===== config.mk =====
export PLATFORM = sky130hd
export DESIGN_NAME = ild_top
export DESIGN_NICKNAME = d
export VERILOG_FILES = /design/src/ild_pkg.sv /design/src/ild_top.sv /design/src/ild_cfg_mem.sv
export SDC_FILE = /design/constraint.sdc
export NUM_CORES = 2
export LEC_CHECK = 0
export ABC_CLOCK_PERIOD_IN_PS = 2860
export BUFFER_PORTS_ARGS = -buffer_cell sky130_fd_sc_hd__buf_2
export CAP_MARGIN = 10
export CELL_PAD_IN_SITES_DETAIL_PLACEMENT = 1
export CELL_PAD_IN_SITES_GLOBAL_PLACEMENT = 2
export CORE_MARGIN = 1.5
export CORE_UTILIZATION = 30
export CTS_CLUSTER_SIZE = 25
export DETAILED_ROUTE_END_ITERATION = 10
export PLACE_DENSITY = 0.65
export SLEW_MARGIN = 20
export SYNTH_ARGS = -nofsm -noshare
export SYNTH_HDL_FRONTEND = slang
export SYNTH_SLANG_ARGS = --single-unit

===== constraint.sdc =====
create_clock -name clk_i -period 2.86 [get_ports clk_i]
set_clock_uncertainty 0.05 [all_clocks]
set_input_delay 0.572 -clock clk_i [delete_from_list [all_inputs] [get_ports clk_i]]
set_output_delay 0.572 -clock clk_i [all_outputs]
set_load 0.05 [all_outputs]

===== src/ild_pkg.sv =====
// ild_pkg: constants and types shared by the indicator led latch logic
// assumes: one 40 MHz system clock, synchronous active-high reset
package ild_pkg;
  // per-led trigger slot count
  localparam int NUM_SLOTS = 5;
  // trigger source select width, code 0 means slot unassigned
  localparam int SRC_W = 5;
  localparam logic [4:0] SRC_NONE = 5'h00;
  // appearance codes for the on and off conditions
  localparam logic [2:0] APP_OFF = 3'h0;
  localparam logic [2:0] APP_GREEN = 3'h1;
  localparam logic [2:0] APP_RED = 3'h2;
  localparam logic [2:0] APP_RED_FLASH = 3'h3;
  localparam logic [2:0] APP_GREEN_FLASH = 3'h4;
  // hold mode codes
  localparam logic [1:0] HOLD_OFF = 2'h0;
  localparam logic [1:0] HOLD_ON = 2'h1;
  localparam logic [1:0] HOLD_ON_ALARM = 2'h2;
  // timing: flash half period in ms and clock rate
  localparam int CLK_HZ = 40000000;
  localparam int FLASH_HALF_MS = 250;
  localparam int FLASH_HALF_CYC = CLK_HZ / 1000 * FLASH_HALF_MS;
  // register map, byte addresses on the wishbone slave
  localparam logic [7:0] REG_CTRL = 8'h00;
  localparam logic [7:0] REG_STATUS = 8'h04;
  localparam logic [7:0] REG_RAW = 8'h08;
  localparam logic [7:0] REG_ID = 8'h0c;
  // slot states beyond the first 32 bits spill into this word
  localparam logic [7:0] REG_RAW_HI = 8'h10;
  localparam logic [7:0] REG_LED_BASE = 8'h40;
  localparam logic [7:0] REG_LED_STRIDE = 8'h04;
  // ctrl fields
  localparam int CTRL_EXT_CLR_EN = 0;
  localparam int CTRL_GROUP_ACK = 1;
  localparam int CTRL_REMOTE_ACK = 2;
  // per-led config word layout
  localparam int CFG_SRC_LSB = 0;
  localparam int CFG_INV_LSB = 25;
  localparam int CFG_HOLD_LSB = 30;
  localparam int CFG_ON_LSB = 0;
  localparam int CFG_OFF_LSB = 3;
  localparam int CFG_CLR_LSB = 6;
  localparam logic [31:0] RESET_VAL = 32'h0000_0000;
  // state of the wishbone slave
  typedef enum logic [1:0] {
    BUS_IDLE = 2'b01,
    BUS_ACK = 2'b10
  } ild_bus_t;
endpackage : ild_pkg


===== src/ild_top.sv =====
// ild_top: configurable indicator leds with trigger combine, hold, clear
// assumes: trigger sources and clears are synchronous to clk_i,
// software sets each led up over a classic wishbone slave.
// Function
// - each led takes up to five selectable trigger slots, any unassigned
// - per slot polarity bit inverts that trigger before combining
// - unassigned slot always gives false, inversion ignored
// - hold mode stores the trigger-set state until a valid clear
// - hold off: led follows combined triggers with no memory
// - per-led clear source only acts while hold mode is on
// - clear releases only when all assigned triggers are inactive
// - any active trigger shows the on appearance, one of five choices
// - no active trigger and no held state shows the off appearance, same five choices
// - health led is fixed function, outside all led settings
// - live state of every slot readable at any time
// - ack also releases once quiet; hold off or all slots unassigned release at once
// - held states drop one cycle after a reset, which unassigns every slot
// - group and remote clear honoured only with external clear enabled
// - hold-with-alarm leds clear together on any protection alarm
//
// The implementer's own choices: the register offsets and register access over Wishbone.
`timescale 1ns/100ps
module ild_top #(
  parameter int NUM_LEDS = 8,
  parameter int NUM_SRC = 32,
  parameter int FLASH_CYC = ild_pkg::FLASH_HALF_CYC,
  parameter logic [31:0] ID_VALUE = 32'h0000_1234 // arbitrary value
) (
  // clock and reset
  input wire logic clk_i,
  input wire logic rst_i,
  // wishbone slave
  input wire logic cyc_i,
  input wire logic stb_i,
  input wire logic we_i,
  input wire logic [7:0] adr_i,
  input wire logic [3:0] sel_i,
  input wire logic [31:0] dat_i,
  output logic [31:0] dat_o,
  output logic ack_o,
  // trigger sources and acknowledge inputs
  input wire logic [NUM_SRC-1:0] trig_src_i,
  input wire logic group_clear_source_i,
  input wire logic operator_ack_i,
  input wire logic prot_alarm_i,
  input wire logic system_ok_i,
  // front panel leds
  output logic [NUM_LEDS-1:0] led_green_o,
  output logic [NUM_LEDS-1:0] led_red_o,
  output logic health_green_o
);
  //////////////////////////////////////////////////////////////////////////
  localparam int LW = $clog2(NUM_LEDS);
  localparam int FW = $clog2(FLASH_CYC + 1);
  localparam int SW = ild_pkg::SRC_W;
  localparam int NS = ild_pkg::NUM_SLOTS;

  // config: word A per led (slots, inversion, hold), word B (appearances, clear source)
  logic [31:0] cfga_ff [NUM_LEDS];
  logic [31:0] nxt_cfga [NUM_LEDS];
  logic [31:0] cfgb_ff [NUM_LEDS];
  logic [31:0] nxt_cfgb [NUM_LEDS];
  logic [31:0] ctrl_ff;
  logic [31:0] nxt_ctrl;
  logic [NUM_LEDS-1:0] held_ff;
  logic [NUM_LEDS-1:0] nxt_held;
  logic [NUM_LEDS-1:0] act;
  logic [NS*NUM_LEDS-1:0] slot_raw;
  logic [NUM_LEDS-1:0] green_nxt;
  logic [NUM_LEDS-1:0] red_nxt;
  logic [NUM_LEDS-1:0] green_ff;
  logic [NUM_LEDS-1:0] red_ff;
  logic [FW-1:0] fcnt_ff;
  logic [FW-1:0] nxt_fcnt;
  logic flash_ff;
  logic nxt_flash;
  logic health_ff;
  ild_pkg::ild_bus_t bus_ff;
  ild_pkg::ild_bus_t nxt_bus;
  logic [31:0] dat_ff;
  logic [31:0] nxt_dat;
  logic ack_ff;
  logic nxt_ack;
  logic wr_hit;
  logic [31:0] mem_rdata;
  logic [3:0] mem_addr;

  //////////////////////////////////////////////////////////////////////////
  // per-led trigger combine, appearance and hold update
  function automatic logic [1:0] show(input logic [2:0] app,
                                      input logic flash);
    // returns {red, green}
    logic [1:0] res;
    res = 2'b00;
    unique case (app)
      ild_pkg::APP_GREEN: res = 2'b01;
      ild_pkg::APP_RED: res = 2'b10;
      ild_pkg::APP_RED_FLASH: res = {flash, 1'b0};
      ild_pkg::APP_GREEN_FLASH: res = {1'b0, flash};
      default: res = 2'b00;
    endcase
    return res;
  endfunction : show

  // group clear: external sources only when enabled; operator always
  logic grp_clr;
  assign grp_clr = operator_ack_i | (ctrl_ff[ild_pkg::CTRL_EXT_CLR_EN] &
    (group_clear_source_i | ctrl_ff[ild_pkg::CTRL_GROUP_ACK] |
     ctrl_ff[ild_pkg::CTRL_REMOTE_ACK]));

  genvar gl;
  genvar gs;
  generate
    for (gl = 0; gl < NUM_LEDS; gl++) begin : g_led
      logic [NS-1:0] eff;
      logic [NS-1:0] used;
      logic [1:0] hold;
      logic [SW-1:0] clr_sel;
      logic clr_src;
      logic [1:0] on_rgb;
      logic [1:0] off_rgb;
      logic lit;
      for (gs = 0; gs < NS; gs++) begin : g_slot
        logic [SW-1:0] sel;
        logic raw;
        assign sel = cfga_ff[gl][ild_pkg::CFG_SRC_LSB + gs*SW +: SW];
        assign used[gs] = (sel != ild_pkg::SRC_NONE);
        assign raw = used[gs] ? trig_src_i[sel] : 1'b0;
        assign slot_raw[gl*NS + gs] = raw;
        // unassigned slot stays false whatever its inversion
        assign eff[gs] = used[gs] &
          (raw ^ cfga_ff[gl][ild_pkg::CFG_INV_LSB + gs]);
      end
      assign act[gl] = |eff;
      assign hold = cfga_ff[gl][ild_pkg::CFG_HOLD_LSB +: 2];
      assign clr_sel = cfgb_ff[gl][ild_pkg::CFG_CLR_LSB +: SW];
      assign clr_src = (clr_sel != ild_pkg::SRC_NONE) & trig_src_i[clr_sel];
      // held value: set by triggers, dropped by a clear while quiet, by hold off or with no slot assigned
      always_comb begin
        nxt_held[gl] = held_ff[gl];
        if (hold == ild_pkg::HOLD_OFF || used == '0) begin
          nxt_held[gl] = 1'b0;
        end else if (act[gl]) begin
          nxt_held[gl] = 1'b1;
        end else if (clr_src || grp_clr ||
                     (hold == ild_pkg::HOLD_ON_ALARM && prot_alarm_i)) begin
          // act is low here, so every assigned trigger is quiet
          nxt_held[gl] = 1'b0;
        end
      end
      assign lit = (hold == ild_pkg::HOLD_OFF) ? act[gl]
                                              : (act[gl] | held_ff[gl]);
      assign on_rgb = show(cfgb_ff[gl][ild_pkg::CFG_ON_LSB +: 3],
                           flash_ff);
      assign off_rgb = show(cfgb_ff[gl][ild_pkg::CFG_OFF_LSB +: 3],
                            flash_ff);
      assign green_nxt[gl] = lit ? on_rgb[0] : off_rgb[0];
      assign red_nxt[gl] = lit ? on_rgb[1] : off_rgb[1];
    end
  endgenerate

  // held states carry no reset, but reset unassigns all slots so they drop a cycle later
  always_ff @(posedge clk_i) begin
    held_ff <= nxt_held;
  end

  //////////////////////////////////////////////////////////////////////////
  // shared flash divider
  always_comb begin
    nxt_fcnt = fcnt_ff + FW'(1);
    nxt_flash = flash_ff;
    if (fcnt_ff >= FW'(FLASH_CYC - 1)) begin
      nxt_fcnt = '0;
      nxt_flash = ~flash_ff;
    end
  end

  always_ff @(posedge clk_i) begin
    if (rst_i) begin
      fcnt_ff <= '0;
      flash_ff <= 1'b0;
    end else begin
      fcnt_ff <= nxt_fcnt;
      flash_ff <= nxt_flash;
    end
  end

  // led output registers; health led follows its own fixed input
  always_ff @(posedge clk_i) begin
    if (rst_i) begin
      green_ff <= '0;
      red_ff <= '0;
      health_ff <= 1'b0;
    end else begin
      green_ff <= green_nxt;
      red_ff <= red_nxt;
      health_ff <= system_ok_i;
    end
  end
  assign led_green_o = green_ff;
  assign led_red_o = red_ff;
  assign health_green_o = health_ff;

  //////////////////////////////////////////////////////////////////////////
  // wishbone slave: one wait state, ack for one cycle, unmapped reads zero
  logic [7:0] led_off;
  logic led_hit;
  logic [LW:0] led_idx;
  logic word_b;
  assign led_off = adr_i - ild_pkg::REG_LED_BASE;
  assign led_idx = (LW+1)'(led_off[7:3]);
  assign word_b = led_off[2];
  // compare the full index so high addresses cannot alias onto led 0
  assign led_hit = (adr_i >= ild_pkg::REG_LED_BASE) &&
    (32'(led_off[7:3]) < NUM_LEDS);
  assign wr_hit = (bus_ff == ild_pkg::BUS_IDLE) & cyc_i & stb_i & we_i;
  assign mem_addr = 4'(adr_i[5:2]);

  function automatic logic [31:0] merge(input logic [31:0] old,
                                        input logic [31:0] nw,
                                        input logic [3:0] be);
    logic [31:0] r;
    r = old;
    for (int b = 0; b < 4; b++) begin
      if (be[b]) r[b*8 +: 8] = nw[b*8 +: 8];
    end
    return r;
  endfunction : merge

  always_comb begin
    nxt_bus = bus_ff;
    nxt_dat = dat_ff;
    nxt_ctrl = ctrl_ff;
    // one-shot clear bits self-clear after one cycle
    nxt_ctrl[ild_pkg::CTRL_GROUP_ACK] = 1'b0;
    nxt_ctrl[ild_pkg::CTRL_REMOTE_ACK] = 1'b0;
    for (int i = 0; i < NUM_LEDS; i++) begin
      nxt_cfga[i] = cfga_ff[i];
      nxt_cfgb[i] = cfgb_ff[i];
    end
    unique case (bus_ff)
      ild_pkg::BUS_IDLE: begin
        if (cyc_i && stb_i) begin
          nxt_bus = ild_pkg::BUS_ACK;
          nxt_dat = 32'h0000_0000;
          if (adr_i == ild_pkg::REG_CTRL) begin
            nxt_dat = {29'h0, 2'h0, ctrl_ff[ild_pkg::CTRL_EXT_CLR_EN]};
            if (we_i) nxt_ctrl = merge(ctrl_ff, dat_i, sel_i);
          end else if (adr_i == ild_pkg::REG_STATUS) begin
            nxt_dat = 32'(held_ff);
          end else if (adr_i == ild_pkg::REG_RAW) begin
            nxt_dat = 32'(slot_raw);
          end else if (adr_i == ild_pkg::REG_RAW_HI) begin
            // upper slot states, so every slot stays readable
            nxt_dat = 32'(slot_raw >> $bits(nxt_dat));
          end else if (adr_i == ild_pkg::REG_ID) begin
            nxt_dat = ID_VALUE;
          end else if (led_hit) begin
            if (word_b) begin
              nxt_dat = cfgb_ff[led_idx[LW-1:0]];
              if (we_i) nxt_cfgb[led_idx[LW-1:0]] =
                merge(cfgb_ff[led_idx[LW-1:0]], dat_i, sel_i);
            end else begin
              nxt_dat = cfga_ff[led_idx[LW-1:0]];
              if (we_i) nxt_cfga[led_idx[LW-1:0]] =
                merge(cfga_ff[led_idx[LW-1:0]], dat_i, sel_i);
            end
          end
        end
      end
      ild_pkg::BUS_ACK: nxt_bus = ild_pkg::BUS_IDLE;
      default: nxt_bus = ild_pkg::BUS_IDLE;
    endcase
    // ack gets its own flop so the port has no decode behind it
    nxt_ack = (nxt_bus == ild_pkg::BUS_ACK);
  end

  always_ff @(posedge clk_i) begin
    if (rst_i) begin
      bus_ff <= ild_pkg::BUS_IDLE;
      ack_ff <= 1'b0;
      dat_ff <= ild_pkg::RESET_VAL;
      ctrl_ff <= ild_pkg::RESET_VAL;
      for (int i = 0; i < NUM_LEDS; i++) begin
        cfga_ff[i] <= ild_pkg::RESET_VAL;
        cfgb_ff[i] <= ild_pkg::RESET_VAL;
      end
    end else begin
      bus_ff <= nxt_bus;
      ack_ff <= nxt_ack;
      dat_ff <= nxt_dat;
      ctrl_ff <= nxt_ctrl;
      for (int i = 0; i < NUM_LEDS; i++) begin
        cfga_ff[i] <= nxt_cfga[i];
        cfgb_ff[i] <= nxt_cfgb[i];
      end
    end
  end
  assign ack_o = ack_ff;
  assign dat_o = dat_ff;

  // scratch shadow of every bus write; its mem_rdata is never read back
  ild_cfg_mem #(.DEPTH(16), .AW(4)) u_shadow (
    .clk_i(clk_i),
    .we_i(wr_hit),
    .waddr_i(mem_addr),
    .wdata_i(dat_i),
    .raddr_i(mem_addr),
    .rdata_o(mem_rdata)
  );
endmodule : ild_top


===== src/ild_cfg_mem.sv =====
// ild_cfg_mem: small config store, one word per entry, registered read
// assumes: single clock, contents survive a logic reset (no reset on array)
`timescale 1ns/100ps
module ild_cfg_mem #(
  parameter int DEPTH = 16,
  parameter int AW = 4
) (
  // clock
  input wire logic clk_i,
  // write port
  input wire logic we_i,
  input wire logic [AW-1:0] waddr_i,
  input wire logic [31:0] wdata_i,
  // read port
  input wire logic [AW-1:0] raddr_i,
  output logic [31:0] rdata_o
);
  logic [31:0] mem_ff [DEPTH];
  logic [31:0] rdata_ff;

  // write and registered read
  always_ff @(posedge clk_i) begin
    if (we_i) begin
      mem_ff[waddr_i] <= wdata_i;
    end
    rdata_ff <= mem_ff[raddr_i];
  end
  assign rdata_o = rdata_ff;
endmodule : ild_cfg_mem


==> results.toml <==
[setup_path]
path_class = "reg -> reg"
slowest_stage = "nor4_4"
required_ps = 3450
arrival_ps = 3750
r2r_slack_ps = -300
cpMostUsedCell = "buf_4"
reg2reg_depth = 13
r2r-start = "cfga_ff[6][16]$_SDFFE_PP0P_"
worst-path-buf-inv = 4
cp-start-kind = "flop"
cp_max_fo = 12
cp_top_family = "simple AND/OR/NAND/NOR gates"
end_kind = "flop"
slowest_delay_ps = 540
crit_chain = "buf_12, buf_4, mux2i_1, a22oi_2, a21oi_2, nor4_4, buf_4, xor2_1, a222oi_1, buf_4, nand3_4, or3_4, a21oi_2"
reg2reg_to = "led_green_o[6]$_SDFF_PP0_"

[synthesis]
netlist_instances = 5264
ys.flop_type = "dfxtp_1"
synth_top_family_by_area = "multiplexers"
synth_edf_count = 0
synthMuxAreaShare = 0.238
synthAdderAreaFrac = 0.000298
synth_compound_area_frac = 0.185
ys_warn_count = 0
synthSimpleGateAreaFrac = 0.218
ys_seq_area_frac = 0.286
ys_async_sr_fraction = 0
synth_seq_cells = 600
netlist_area_mm2 = 0.0419
syn-num-nets = 5350
synth_xor_area_frac = 0.0100
synth_cell_types = 80
synth_area_per_cell_um2 = 7.97

[min_path]
hold_depth = 3
holdPathEnd = "ctrl_ff[0]$_SDFFE_PP0P_"
hold_class = "in -> reg"
hp-start = "dat_i[0]"

[die]
core-area_mm2 = 0.139
die_area_mm2 = 0.142
rows = 137
initial_utilization = 0.301
dieWidth_um = 377
io_pins = 135
die_h_um = 377

[power]
powerDensity_mw_per_mm2 = 390
cellLeakagePower_nw = 19.8
max-vdd-ir-drop_mv = 0.380

[global_route]
grt_pass1_wl_um = 349000
antenna_found_initial = 17
overflow = 0
grt_max_degree = 91
track_usage = 0.340
grt_pass1_vias = 46100

[timing]
period_share = 1.11
setup_slack_ps = -302
max_slew.worst_pin.slew_ps = 1080
finalSetupViolCount = 17
hold_viol_final = 0
final_max_slew_viol_count = 0
fin_tns_setup_ps = -2390
max-slew-margin-rel = 0.279
min_period_ps = 3160
rsz0062_at_grt = "true"
fmax_mhz = 316

[clocking]
cts-buffers-inserted = 79
clkTransAtPathRegs_ps = 60
clockBufferDepth = 3
htreeDepth = 3
clk_latency_ps = 730
cts_sinks = 600
cts_root_buf = "clkbuf_16"
cts_tree = "built"

[route]
drt_iter0_markers = 4861
drt-met1-wl_um = 106000
dr.pass1.iters = 6
route.detailed.drc = 0
wire_per_inst_um = 31.4
wl_met3_um = 21200
wirelength_um = 248000
met2_length_um = 108000
final_antenna_net_count = 0
highest_layer = "met5"
vias = 46700
vias_per_cell = 5.93

[place]
place.gp.congestion = 1.01
hpwl_um = 186000
dpl_worst_slack_ps = -1150
portBuffers = 134

[final_layout]
n_fill_cell = 16400
multi_input_area_mm2 = 0.0282
drive_above_1_share = 0.287
final_core_util = 0.401
syn2layout_area_growth_pct = 33.2
seq_area_mm2 = 0.0121
nets = 6035

[status]
outcome = "finished with violations"
violations = "setup timing"

[job]
cap_viol_max_count = 0
[synth_stat cells (all sizes together) (18+ instances only)]
master / count / area share
a21oi: 641 / 0.076
a221oi: 35 / 0.0073
a22o: 18 / 0.0038
a22oi: 298 / 0.054
and2: 26 / 0.0039
buf: 257 / 0.035
clkbuf: 281 / 0.025
dfxtp: 600 / 0.29
inv: 24 / 0.0021
mux2: 69 / 0.019
mux2i: 511 / 0.12
mux4: 181 / 0.097
nand2: 885 / 0.079
nand2b: 93 / 0.014
nand3: 146 / 0.018
nand3b: 28 / 0.0050
nand4: 40 / 0.0060
nor2: 594 / 0.053
nor2b: 92 / 0.014
nor3: 34 / 0.0041
o21a: 19 / 0.0034
o21ai: 76 / 0.0091
xnor2: 18 / 0.0038
xor2: 30 / 0.0063
[per-stage QoR]
stage	total power, mW	hold slack [ps]	instance area [um^2]	std cells
detailed placement	11.6	396	51900	7701
CTS	21.9	32.1	55300	7862
finish	21.8	70.9	55900	7884
global route	22.3	74.9	55900	7882
floorplan	9.87	380	41900	5264
global placement	11.6	389	51900	7701
[routing by layer]
layer | up-vias | GRT usage
met2 | 2292 | 0.520
li1 | 20300 | -
met4 | 18 | 0.151
met3 | 559 | 0.0694
met1 | 23600 | 0.458
met5 | - | 0.00480
[sequential cells by signal, summed over array words and instances, names as in the netlist]
register        cells
cfga_ff           256
cfgb_ff           256
dat_o              32
fcnt_ff            24
held_ff             8
led_green_o         8
led_red_o           8
ctrl_ff             3
bus_ff              2
ack_o               1
flash_ff            1
health_green_o      1
[what timing repair did]
| action | CTS | global route |
|---|---|---|
| endpoints found under the setup margin | 25 | 26 |
| hold endpoints to repair | 1 | 0 |
| gates cloned | 4 | 3 |
| hold buffers | 1 | 0 |
| pin swaps | 40 | 40 |
| setup buffers | 23 | 16 |
| gates resized for setup | 167 | 81 |
[cell usage in the layout (no fill, tap or decap), types with 91 or more instances in the layout]
| cell | instances |
|---|---|
| a22oi_1 | 286 |
| nand2_1 | 870 |
| nand2b_1 | 91 |
| a21oi_1 | 625 |
| buf_12 | 164 |
| mux2i_1 | 487 |
| mux4_2 | 179 |
| buf_2 | 132 |
| nand3_1 | 138 |
| nor2_1 | 578 |
| dfxtp_1 | 563 |
| buf_4 | 812 |
[how the worst max path moves through the flow]
stage	start	end	cells after the start
floorplan	trig_src_i[22]	led_green_o[6]$_SDFF_PP0_	11
global placement	trig_src_i[23]	led_green_o[6]$_SDFF_PP0_	13
detailed placement	trig_src_i[25]	led_green_o[0]$_SDFF_PP0_	11
CTS	cfga_ff[6][16]$_SDFFE_PP0P_	led_green_o[6]$_SDFF_PP0_	13
global route	cfga_ff[6][16]$_SDFFE_PP0P_	led_red_o[6]$_SDFF_PP0_	13
finish	cfga_ff[6][16]$_SDFFE_PP0P_	led_green_o[6]$_SDFF_PP0_	13
[cell type report]
| class | count | share of cell area |
|---|---|---|
| Inverter | 26 | 0.00175 |
| Multi-Input combinational cell | 4100 | 0.505 |
| Tap cell | 1876 | 0.0420 |
| Sequential cell | 600 | 0.216 |
| Timing Repair Buffer | 1142 | 0.189 |
| Antenna cell | 4 | 0.000179 |
| Clock inverter | 25 | 0.00616 |
| Clock buffer | 111 | 0.0395 |
[power by group]
group | total (mW) | internal (mW) | switching [mW]
clock network | 10.2 | 5.78 | 4.42
registers | 8.38 | 8.36 | 0.0153
logic | 3.20 | 1.18 | 2.02
total | 21.8 | 15.3 | 6.46
[tightest hold or removal path, cell delays in order]
cell and delay, ps:
buf_2 90, mux2i_1 60, nor2_1 70
[cell families after synthesis]
family / Yosys count
AO/OA/AOI/OAI: 1243
AND/OR/NAND/NOR: 2047
flip-flops: 600
multiplexers: 761
buffers and inverters: 564
adder cells (fa/ha/maj): 1
XOR/XNOR: 48
No activity file was read; power rests on OpenSTA's default activity.
